<file path="src/xma_pkg.sv">
// Constants and types for the extended memory operand ALU.
// Assumes a 32-bit APB master and an 8-bit data path.
package xma_pkg;

    localparam int unsigned DATA_W = 8;
    localparam int unsigned ADDR_W = 8;
    localparam int unsigned MEM_DEPTH = 256;

    // APB byte offsets
    localparam logic [7:0] OFS_COMMAND = 8'h00;
    localparam logic [7:0] OFS_ACCUM = 8'h04;
    localparam logic [7:0] OFS_FLAGS = 8'h08;
    localparam logic [7:0] OFS_MEM_ADDR = 8'h0c;
    localparam logic [7:0] OFS_MEM_DATA = 8'h10;
    localparam logic [7:0] OFS_STATUS = 8'h14;

    // Command word fields
    localparam int unsigned CMD_OP_LSB = 0;
    localparam int unsigned CMD_BIT_LSB = 4;
    localparam int unsigned CMD_ADDR_LSB = 8;

    // Flag register bit positions
    localparam int unsigned FLG_C = 0;
    localparam int unsigned FLG_AC = 1;
    localparam int unsigned FLG_Z = 2;
    localparam int unsigned FLG_OV = 3;
    localparam int unsigned FLG_SC = 4;

    localparam logic [7:0] ACC_RESET = 8'h00;
    localparam logic [7:0] BCD_LIMIT = 8'h09;
    localparam logic [7:0] BCD_LOW_FIX = 8'h06;
    localparam logic [7:0] BCD_HIGH_FIX = 8'h60;
    localparam logic [3:0] NIBBLE_MAX = 4'hf;

    typedef enum logic [3:0] {
        ext_add_carry_to_accumulator = 4'b0000,
        ext_add_carry_to_memory      = 4'b0001,
        ext_add_to_accumulator       = 4'b0010,
        ext_add_to_memory            = 4'b0011,
        ext_and_to_accumulator       = 4'b0100,
        ext_and_to_memory            = 4'b0101,
        ext_clear_memory             = 4'b0110,
        ext_clear_bit_memory         = 4'b0111,
        ext_invert_memory            = 4'b1000,
        ext_invert_to_accumulator    = 4'b1001,
        ext_bcd_adjust_to_memory     = 4'b1010,
        ext_decrement_memory         = 4'b1011,
        ext_decrement_to_accumulator = 4'b1100,
        ext_increment_memory         = 4'b1101,
        ext_increment_to_accumulator = 4'b1110,
        ext_reserved_op              = 4'b1111
    } xma_op_type;

    typedef struct packed {
        logic signed_compare_flag;
        logic signed_range_error_flag;
        logic zero_flag;
        logic half_carry_flag;
        logic carry_flag;
    } xma_flags_type;

    localparam xma_flags_type FLAGS_RESET = 5'h00;

    typedef struct packed {
        logic [7:0]    value;
        logic          to_acc;
        logic          to_mem;
        logic          legal;
        xma_flags_type flags;
    } xma_result_type;

endpackage

</file>
<file path="src/xma_alu.sv">
// Extended memory operand ALU with its own data memory and an APB register port.
// Assumes a single 25 MHz clock and an APB master that keeps to the protocol.
//
// Decided for this implementation: the register offsets and the APB slave port.
`timescale 1ns/1ps

module xma_alu (
    input  wire logic        pclk,
    input  wire logic        presetn,
    input  wire logic        psel,
    input  wire logic        penable,
    input  wire logic        pwrite,
    input  wire logic [7:0]  paddr,
    input  wire logic [31:0] pwdata,
    output logic      [31:0] prdata,
    output logic             pready,
    output logic             pslverr
);
    import xma_pkg::*;

    ////////////////////////////////////////////////////////////////////////
    // State

    logic [7:0]     acc_q;
    xma_flags_type  flags_q;
    logic [7:0]     mem_addr_q;
    logic           bad_op_q;
    logic [7:0]     mem [MEM_DEPTH];
    logic [31:0]    prdata_q;
    logic           pready_q;
    logic           pslverr_q;

    logic           setup_phase;
    logic           access_done;
    logic           wr_en;
    logic           mapped;
    logic           exec_en;
    xma_op_type     op;
    logic [2:0]     bit_sel;
    logic [7:0]     op_addr;
    logic [7:0]     operand;
    xma_result_type res;

    assign setup_phase = psel && !penable;
    assign access_done = psel && penable && pready_q;
    assign wr_en = access_done && pwrite && !pslverr_q;
    assign mapped = (paddr == OFS_COMMAND) || (paddr == OFS_ACCUM) || (paddr == OFS_FLAGS)
                 || (paddr == OFS_MEM_ADDR) || (paddr == OFS_MEM_DATA) || (paddr == OFS_STATUS);
    assign exec_en = wr_en && (paddr == OFS_COMMAND);

    assign op = xma_op_type'(pwdata[CMD_OP_LSB +: 4]);
    assign bit_sel = pwdata[CMD_BIT_LSB +: 3];
    // Linear address, so every section is reachable without a bank switch
    assign op_addr = pwdata[CMD_ADDR_LSB +: ADDR_W];
    assign operand = mem[op_addr];

    ////////////////////////////////////////////////////////////////////////
    // Operation

    always_comb begin
        logic [8:0] sum9;
        logic [4:0] low5;
        logic       cin;
        logic       lo_fix;
        logic       hi_fix;
        logic [7:0] fix;
        sum9 = 9'h000;
        low5 = 5'h00;
        cin = 1'b0;
        lo_fix = 1'b0;
        hi_fix = 1'b0;
        fix = 8'h00;
        res.value = 8'h00;
        res.to_acc = 1'b0;
        res.to_mem = 1'b0;
        res.legal = 1'b1;
        res.flags = flags_q;
        unique case (op)
            ext_add_carry_to_accumulator, ext_add_carry_to_memory,
            ext_add_to_accumulator, ext_add_to_memory: begin
                cin = !op[1] && flags_q.carry_flag;
                sum9 = {1'b0, acc_q} + {1'b0, operand} + {8'h00, cin};
                low5 = {1'b0, acc_q[3:0]} + {1'b0, operand[3:0]} + {4'h0, cin};
                res.value = sum9[7:0];
                res.to_acc = !op[0];
                res.to_mem = op[0];
                res.flags.carry_flag = sum9[8];
                res.flags.half_carry_flag = low5[4];
                res.flags.zero_flag = (sum9[7:0] == 8'h00);
                res.flags.signed_range_error_flag = (acc_q[7] == operand[7]) && (sum9[7] != acc_q[7]);
                res.flags.signed_compare_flag = res.flags.signed_range_error_flag ^ sum9[7];
            end
            ext_and_to_accumulator, ext_and_to_memory: begin
                res.value = acc_q & operand;
                res.to_acc = !op[0];
                res.to_mem = op[0];
                res.flags.zero_flag = (res.value == 8'h00);
            end
            ext_clear_memory: begin
                res.value = 8'h00;
                res.to_mem = 1'b1;
            end
            ext_clear_bit_memory: begin
                res.value = operand;
                res.value[bit_sel] = 1'b0;
                res.to_mem = 1'b1;
            end
            ext_invert_memory, ext_invert_to_accumulator: begin
                res.value = ~operand;
                res.to_acc = op[0];
                res.to_mem = !op[0];
                res.flags.zero_flag = (res.value == 8'h00);
            end
            ext_bcd_adjust_to_memory: begin
                lo_fix = (acc_q[3:0] > BCD_LIMIT[3:0]) || flags_q.half_carry_flag;
                hi_fix = (acc_q[7:4] > BCD_LIMIT[3:0]) || flags_q.carry_flag;
                fix = (lo_fix ? BCD_LOW_FIX : 8'h00) | (hi_fix ? BCD_HIGH_FIX : 8'h00);
                sum9 = {1'b0, acc_q} + {1'b0, fix};
                res.value = sum9[7:0];
                res.to_mem = 1'b1;
                // Only carry moves; it chains multi-byte decimal sums
                res.flags.carry_flag = hi_fix || sum9[8];
            end
            ext_decrement_memory, ext_decrement_to_accumulator: begin
                res.value = operand - 8'h01;
                res.to_acc = (op == ext_decrement_to_accumulator);
                res.to_mem = (op == ext_decrement_memory);
                res.flags.zero_flag = (res.value == 8'h00);
            end
            ext_increment_memory, ext_increment_to_accumulator: begin
                res.value = operand + 8'h01;
                res.to_acc = (op == ext_increment_to_accumulator);
                res.to_mem = (op == ext_increment_memory);
                res.flags.zero_flag = (res.value == 8'h00);
            end
            ext_reserved_op: begin
                res.legal = 1'b0;
            end
        endcase
    end

    ////////////////////////////////////////////////////////////////////////
    // Accumulator, flags, status

    always_ff @(posedge pclk or negedge presetn) begin
        if (!presetn) begin
            acc_q <= ACC_RESET;
        end else if (exec_en && res.to_acc) begin
            acc_q <= res.value;
        end else if (wr_en && paddr == OFS_ACCUM) begin
            acc_q <= pwdata[7:0];
        end
    end

    always_ff @(posedge pclk or negedge presetn) begin
        if (!presetn) begin
            flags_q <= FLAGS_RESET;
        end else if (exec_en) begin
            flags_q <= res.flags;
        end else if (wr_en && paddr == OFS_FLAGS) begin
            flags_q <= pwdata[4:0];
        end
    end

    always_ff @(posedge pclk or negedge presetn) begin
        if (!presetn) begin
            mem_addr_q <= 8'h00;
        end else if (wr_en && paddr == OFS_MEM_ADDR) begin
            mem_addr_q <= pwdata[7:0];
        end
    end

    // Shows whether the last command carried a reserved code
    always_ff @(posedge pclk or negedge presetn) begin
        if (!presetn) begin
            bad_op_q <= 1'b0;
        end else if (exec_en) begin
            bad_op_q <= !res.legal;
        end
    end

    // Data memory is not reset; software must initialise it
    always_ff @(posedge pclk) begin
        if (exec_en && res.to_mem) begin
            mem[op_addr] <= res.value;
        end else if (wr_en && paddr == OFS_MEM_DATA) begin
            mem[mem_addr_q] <= pwdata[7:0];
        end
    end

    ////////////////////////////////////////////////////////////////////////
    // APB answer: one wait-free access cycle, read data captured at setup

    always_ff @(posedge pclk or negedge presetn) begin
        if (!presetn) begin
            pready_q <= 1'b0;
            pslverr_q <= 1'b0;
        end else begin
            pready_q <= setup_phase;
            pslverr_q <= setup_phase && !mapped;
        end
    end

    always_ff @(posedge pclk or negedge presetn) begin
        if (!presetn) begin
            prdata_q <= 32'h0000_0000;
        end else if (setup_phase && !pwrite) begin
            unique case (paddr)
                OFS_ACCUM:    prdata_q <= {24'h000000, acc_q};
                OFS_FLAGS:    prdata_q <= {27'h0000000, flags_q};
                OFS_MEM_ADDR: prdata_q <= {24'h000000, mem_addr_q};
                OFS_MEM_DATA: prdata_q <= {24'h000000, mem[mem_addr_q]};
                OFS_STATUS:   prdata_q <= {31'h00000000, bad_op_q};
                default:      prdata_q <= 32'h0000_0000;
            endcase
        end
    end

    assign prdata = prdata_q;
    assign pready = pready_q;
    assign pslverr = pslverr_q;

endmodule

</file>
<file path="config.mk">
export PLATFORM = sky130hd
export DESIGN_NAME = xma_alu
export DESIGN_NICKNAME = d
export VERILOG_FILES = /design/src/xma_pkg.sv /design/src/xma_alu.sv
export SDC_FILE = /design/constraint.sdc
export NUM_CORES = 2
export LEC_CHECK = 0
export BUFFER_PORTS_ARGS = -buffer_cell sky130_fd_sc_hd__buf_2
export CORE_ASPECT_RATIO = 1.75
export CORE_UTILIZATION = 55
export DETAILED_ROUTE_END_ITERATION = 10
export PLACE_DENSITY_LB_ADDON = 0.1
export SETUP_SLACK_MARGIN = 0.3
export SLEW_MARGIN = 20
export SYNTH_ARGS = -nofsm -noshare
export SYNTH_HDL_FRONTEND = slang
export SYNTH_SLANG_ARGS = --single-unit
</file>
<file path="constraint.sdc">
create_clock -name pclk -period 17.65 [get_ports pclk]
set_input_delay 3.53 -clock pclk [delete_from_list [all_inputs] [get_ports pclk]]
set_output_delay 3.53 -clock pclk [all_outputs]
set_load 0.05 [all_outputs]
</file>
==> report_table.html <==
<table>
<tr><th>Metric</th><th>Value</th></tr>
<tr><th colspan="2">Outcome</th></tr>
<tr><td>Run status</td><td>finished, final reports clean</td></tr>
<tr><th colspan="2">Timing</th></tr>
<tr><td>Highest Clock Rate</td><td>slightly below 0.09 GHz</td></tr>
<tr><td>Post-route fraction of the period consumed by the critical path</td><td>64.55%</td></tr>
<tr><td>Final setup skew</td><td>roughly 48 ps</td></tr>
<tr><td>Worst slew slack as a fraction of its limit</td><td>roughly an eighth</td></tr>
<tr><td>Setup repair after global routing missed its margin</td><td>false</td></tr>
<tr><td># setup viols final</td><td>0</td></tr>
<tr><td>Final hold vios</td><td>0</td></tr>
<tr><td>Post-layout min period</td><td>11390 ps</td></tr>
<tr><td>Worst Tran Pin Value</td><td>about 1300 ps</td></tr>
<tr><td>Max-slew violations</td><td>0</td></tr>
<tr><td>Final sum of negative setup slack</td><td>0 ps</td></tr>
<tr><td>Hold Slack</td><td>between 400 and 500 ps</td></tr>
<tr><th colspan="2">Die</th></tr>
<tr><td>Placement row count</td><td>between 200 and 250</td></tr>
<tr><td>I/O pin cnt</td><td>79</td></tr>
<tr><td>Initial cell density of the core</td><td>55.40%</td></tr>
<tr><td>CORE AREA</td><td>around 180000 um^2</td></tr>
<tr><td>Die W</td><td>about 320 um</td></tr>
<tr><td>Floorplan die area</td><td>181600 um^2</td></tr>
<tr><td>Die extent in y</td><td>about 560 um</td></tr>
<tr><th colspan="2">Logic synthesis</th></tr>
<tr><td>Cell count after synthesis</td><td>between 5000 and 6000</td></tr>
<tr><td>Top cell type by total area after synthesis</td><td>edfxtp_1</td></tr>
<tr><td>Unique masters post-synth</td><td>77</td></tr>
<tr><td>Sequential share of the synthesized area</td><td>about 63%</td></tr>
<tr><td>#FFs+latches synth</td><td>around 2100</td></tr>
<tr><td>Area fraction of the dominant cell type after synthesis</td><td>around 62%</td></tr>
<tr><td>Netlist Area Pre-Place</td><td>approximately 99000 um^2</td></tr>
<tr><td>Leading cell types by total area after synthesis</td><td>edfxtp_1, mux4_2, mux2i_1</td></tr>
<tr><td>Synthesized area per cell</td><td>19.74 um^2</td></tr>
<tr><td>Most common cell in the synthesized netlist</td><td>edfxtp_1</td></tr>
<tr><td>Number of warnings reported in the yosys synthesis log</td><td>0</td></tr>
<tr><td>Most frequently used flop master after synthesis</td><td>edfxtp_1</td></tr>
<tr><td>Fraction of registers with async set/reset</td><td>1.538%</td></tr>
<tr><td>Leading cell types by count after synthesis</td><td>edfxtp_1, mux4_2, nor2_1, mux2i_1, clkbuf_1</td></tr>
<tr><td>Number of synthesized flops with an enable pin</td><td>roughly 2000</td></tr>
<tr><th colspan="2">CTS</th></tr>
<tr><td>Number of buffers on the longest clock path</td><td>4</td></tr>
<tr><td>CTS H-tree lvls</td><td>4</td></tr>
<tr><td>CTS Sinks</td><td>around 2100</td></tr>
<tr><td>Register clock-pin slew on the reported worst setup and hold paths</td><td>around 70 ps</td></tr>
<tr><td>Clock network latency to the later pin of the worst-skew pair</td><td>~850 ps</td></tr>
<tr><td>Clock buffers created by TritonCTS</td><td>approximately 190</td></tr>
<tr><td>Count of hold-fix buffers inserted at cts</td><td>0</td></tr>
<tr><td>CTS resizes</td><td>0</td></tr>
<tr><td>Clock tree from TritonCTS</td><td>built</td></tr>
<tr><td>Root buffer cell</td><td>clkbuf_16</td></tr>
<tr><td>Number of post-CTS setup repair buffers</td><td>0</td></tr>
<tr><th colspan="2">Place</th></tr>
<tr><td>Count of buffers from port buffering</td><td>38</td></tr>
<tr><td>Placer Congestion</td><td>just over 0.9</td></tr>
<tr><td>Half-perimeter wire length of the detailed placement result</td><td>193800 um</td></tr>
<tr><th colspan="2">Critical path</th></tr>
<tr><td>Category of the worst setup path launch point</td><td>primary input</td></tr>
<tr><td>Critical path start-end classification</td><td>primary input to flop</td></tr>
<tr><td>Critical path data arrival time</td><td>around 12000 ps</td></tr>
<tr><td>Critical path endpoint category</td><td>flop</td></tr>
<tr><td>Maximum fanout encountered on the critical timing path</td><td>123</td></tr>
<tr><td>Timing startpoint of the critical path</td><td>pwdata[9]</td></tr>
<tr><td>Data required time of the worst path</td><td>18140 ps</td></tr>
<tr><td>Origin of the critical flop-to-flop path</td><td>mem[231][0]</td></tr>
<tr><th colspan="2">Power</th></tr>
<tr><td>Lkg Pwr</td><td>32.18 nW</td></tr>
<tr><td>Gate power share</td><td>between 8 and 9%</td></tr>
<tr><td>Net switching power figure</td><td>about 2.5 mW</td></tr>
<tr><td>Power density over the cells</td><td>roughly 100 nW/um^2</td></tr>
<tr><td>Fraction of power spent switching nets</td><td>a little under a quarter</td></tr>
<tr><td>Portion of total power attributed to the clock network</td><td>38.2%</td></tr>
<tr><td>Design Power</td><td>roughly 11 mW</td></tr>
<tr><td>Maximum vdd ir drop</td><td>approximately 0.086 mV</td></tr>
<tr><td>Internal power</td><td>roughly 8.2 mW</td></tr>
<tr><td>Part of the power in registers</td><td>a little over half</td></tr>
<tr><th colspan="2">Route</th></tr>
<tr><td>Initial drt markers</td><td>around 6600</td></tr>
<tr><td>Detailed-route vias per instance</td><td>roughly 7.2</td></tr>
<tr><td>Average wire per cell in the routed design</td><td>around 40 um</td></tr>
<tr><td>Residual antenna-violating net count after detailed routing</td><td>0</td></tr>
<tr><td>Aggregate routed wire length</td><td>slightly below 300000 um</td></tr>
<tr><td>Number of optimization iterations in the first detailed-route pass</td><td>8</td></tr>
<tr><td>Vias post-DR</td><td>between 50000 and 60000</td></tr>
<tr><td>Drc violations</td><td>0</td></tr>
<tr><th colspan="2">Worst hold path</th></tr>
<tr><td>Worst hold path class</td><td>flop to flop</td></tr>
<tr><td>Source of the worst hold timing path</td><td>bad_op_q</td></tr>
<tr><th colspan="2">GRT</th></tr>
<tr><td>Met2 capacity usage during global routing</td><td>between 50 and 60%</td></tr>
<tr><td>Number of antenna violations at the first check in global routing</td><td>13</td></tr>
<tr><td>Met3 track utilization from global routing</td><td>around 4.6%</td></tr>
<tr><td>Number of global-route vias before repair</td><td>55341</td></tr>
<tr><td>Most heavily used metal layer in global routing</td><td>met2</td></tr>
<tr><td>Global Route met1 Usage</td><td>just under 40%</td></tr>
<tr><td>Grt ovf</td><td>0</td></tr>
<tr><td>GRT Overall Usage</td><td>33.32%</td></tr>
<tr><td>Largest net degree at the start of global routing</td><td>257</td></tr>
<tr><td>Wire length of the first global-routing pass</td><td>roughly 420000 um</td></tr>
<tr><th colspan="2">Final layout</th></tr>
<tr><td>Share of final-layout standard cells stronger than drive strength 1</td><td>31.46%</td></tr>
<tr><td>Area growth from synthesis to layout</td><td>8.191%</td></tr>
<tr><td>Net count, final</td><td>5013</td></tr>
<tr><th colspan="2">Flow run</th></tr>
<tr><td>Max capacitance violation total</td><td>0</td></tr>
</table>
[final timing paths]
path | end | slack, ps | depth (start not counted)
worst min register to register | bad_op_q | 490 | 2
worst max register to register | mem[247][7] | 10090 | 20
min in group asynchronous | flags_q[3] | 2740 | 1
worst min-delay path | bad_op_q | 490 | 2
max in group asynchronous | mem_addr_q[1] | 14320 | 1
worst max-delay path | mem[247][7] | 6260 | 23
[layer usage]
layer	part of all wire (%)	routed length, um
met4	9.0	26880
met2	51	152000
met1	33	97700
met3	7.1	21100
met5	0.013	39
[through the flow]
stage / instance area, um^2 / utilization (%) / std cells / setup WS (ps)
after floorplan: 98980 / - / 5034 / 2100
after global placement: 100900 / 56.54 / 7130 / 5479
after detailed placement: 100900 / 56.55 / 7130 / 5377
after CTS: 106800 / 59.85 / 7464 / 6246
after global routing: 107000 / 59.93 / 7470 / 6048
final: 107000 / 59.93 / 7472 / 6258
[flip-flops by register name, summed over array words and instances (netlist names)]
signal / count
prdata: 8
bad_op_q: 1
acc_q: 8
pready: 1
pslverr: 1
mem: 2048
mem_addr_q: 8
flags_q: 5
[power groups by stage]
stage,sequential (mW),clock [mW],combinational [mW]
5_1_grt,5.71,4.27,0.914
4_1_cts,5.72,4.11,0.852
6_report,5.71,4.08,0.875
3_3_place_gp,5.82,0,0.825
2_1_floorplan,5.92,0,0.492
3_5_place_dp,5.82,0,0.853
[logic make-up after synthesis]
kind of cell / synth area share (%)
multiplexers: 28.07
other: 0.003792
XOR/XNOR: 0.1417
flip-flops: 63.00
adder cells (fa/ha/maj): 0.2632
buffers and inverters: 2.516
AO/OA/AOI/OAI: 3.419
AND/OR/NAND/NOR: 2.594
[layout by cell type, fill, tap and decap left out, drive strengths merged, types with 32 or more instances in the layout]
master	n
a21oi	115
mux4	1125
dfrtp	32
o21ai	45
buf	151
clkbuf	229
nand2	112
nor2	324
clkinv	79
edfxtp	2048
mux2i	218
a22oi	168
[layout make-up]
type | instances | area [um^2]
timing repair buffer | 151 | 1328
tap | 2380 | 2978
clock buffer | 229 | 4965
antenna | 3 | 7.507
clock inverter | 105 | 930.9
sequential | 2080 | 62320
inverter | 23 | 86.33
fill | 12863 | 71530
multi-input combinational | 2501 | 34380
[worst max-delay path, cell delays in order]
cell	delay [ps]
buf_8	520
buf_12	490
buf_4	640
mux4_2	400
mux2i_1	990
nor2_1	200
a31oi_1	220
nand4_1	190
nand3_1	480
inv_1	220
fa_1	420
a21o_1	170
a21oi_1	230
o21bai_1	100
a21oi_1	230
o21bai_1	100
a21oi_1	310
xor2_1	180
o2111ai_1	210
a21oi_1	90
a21oi_1	200
a22o_4	630
buf_6	740
No activity file was read; power rests on OpenSTA's default activity.
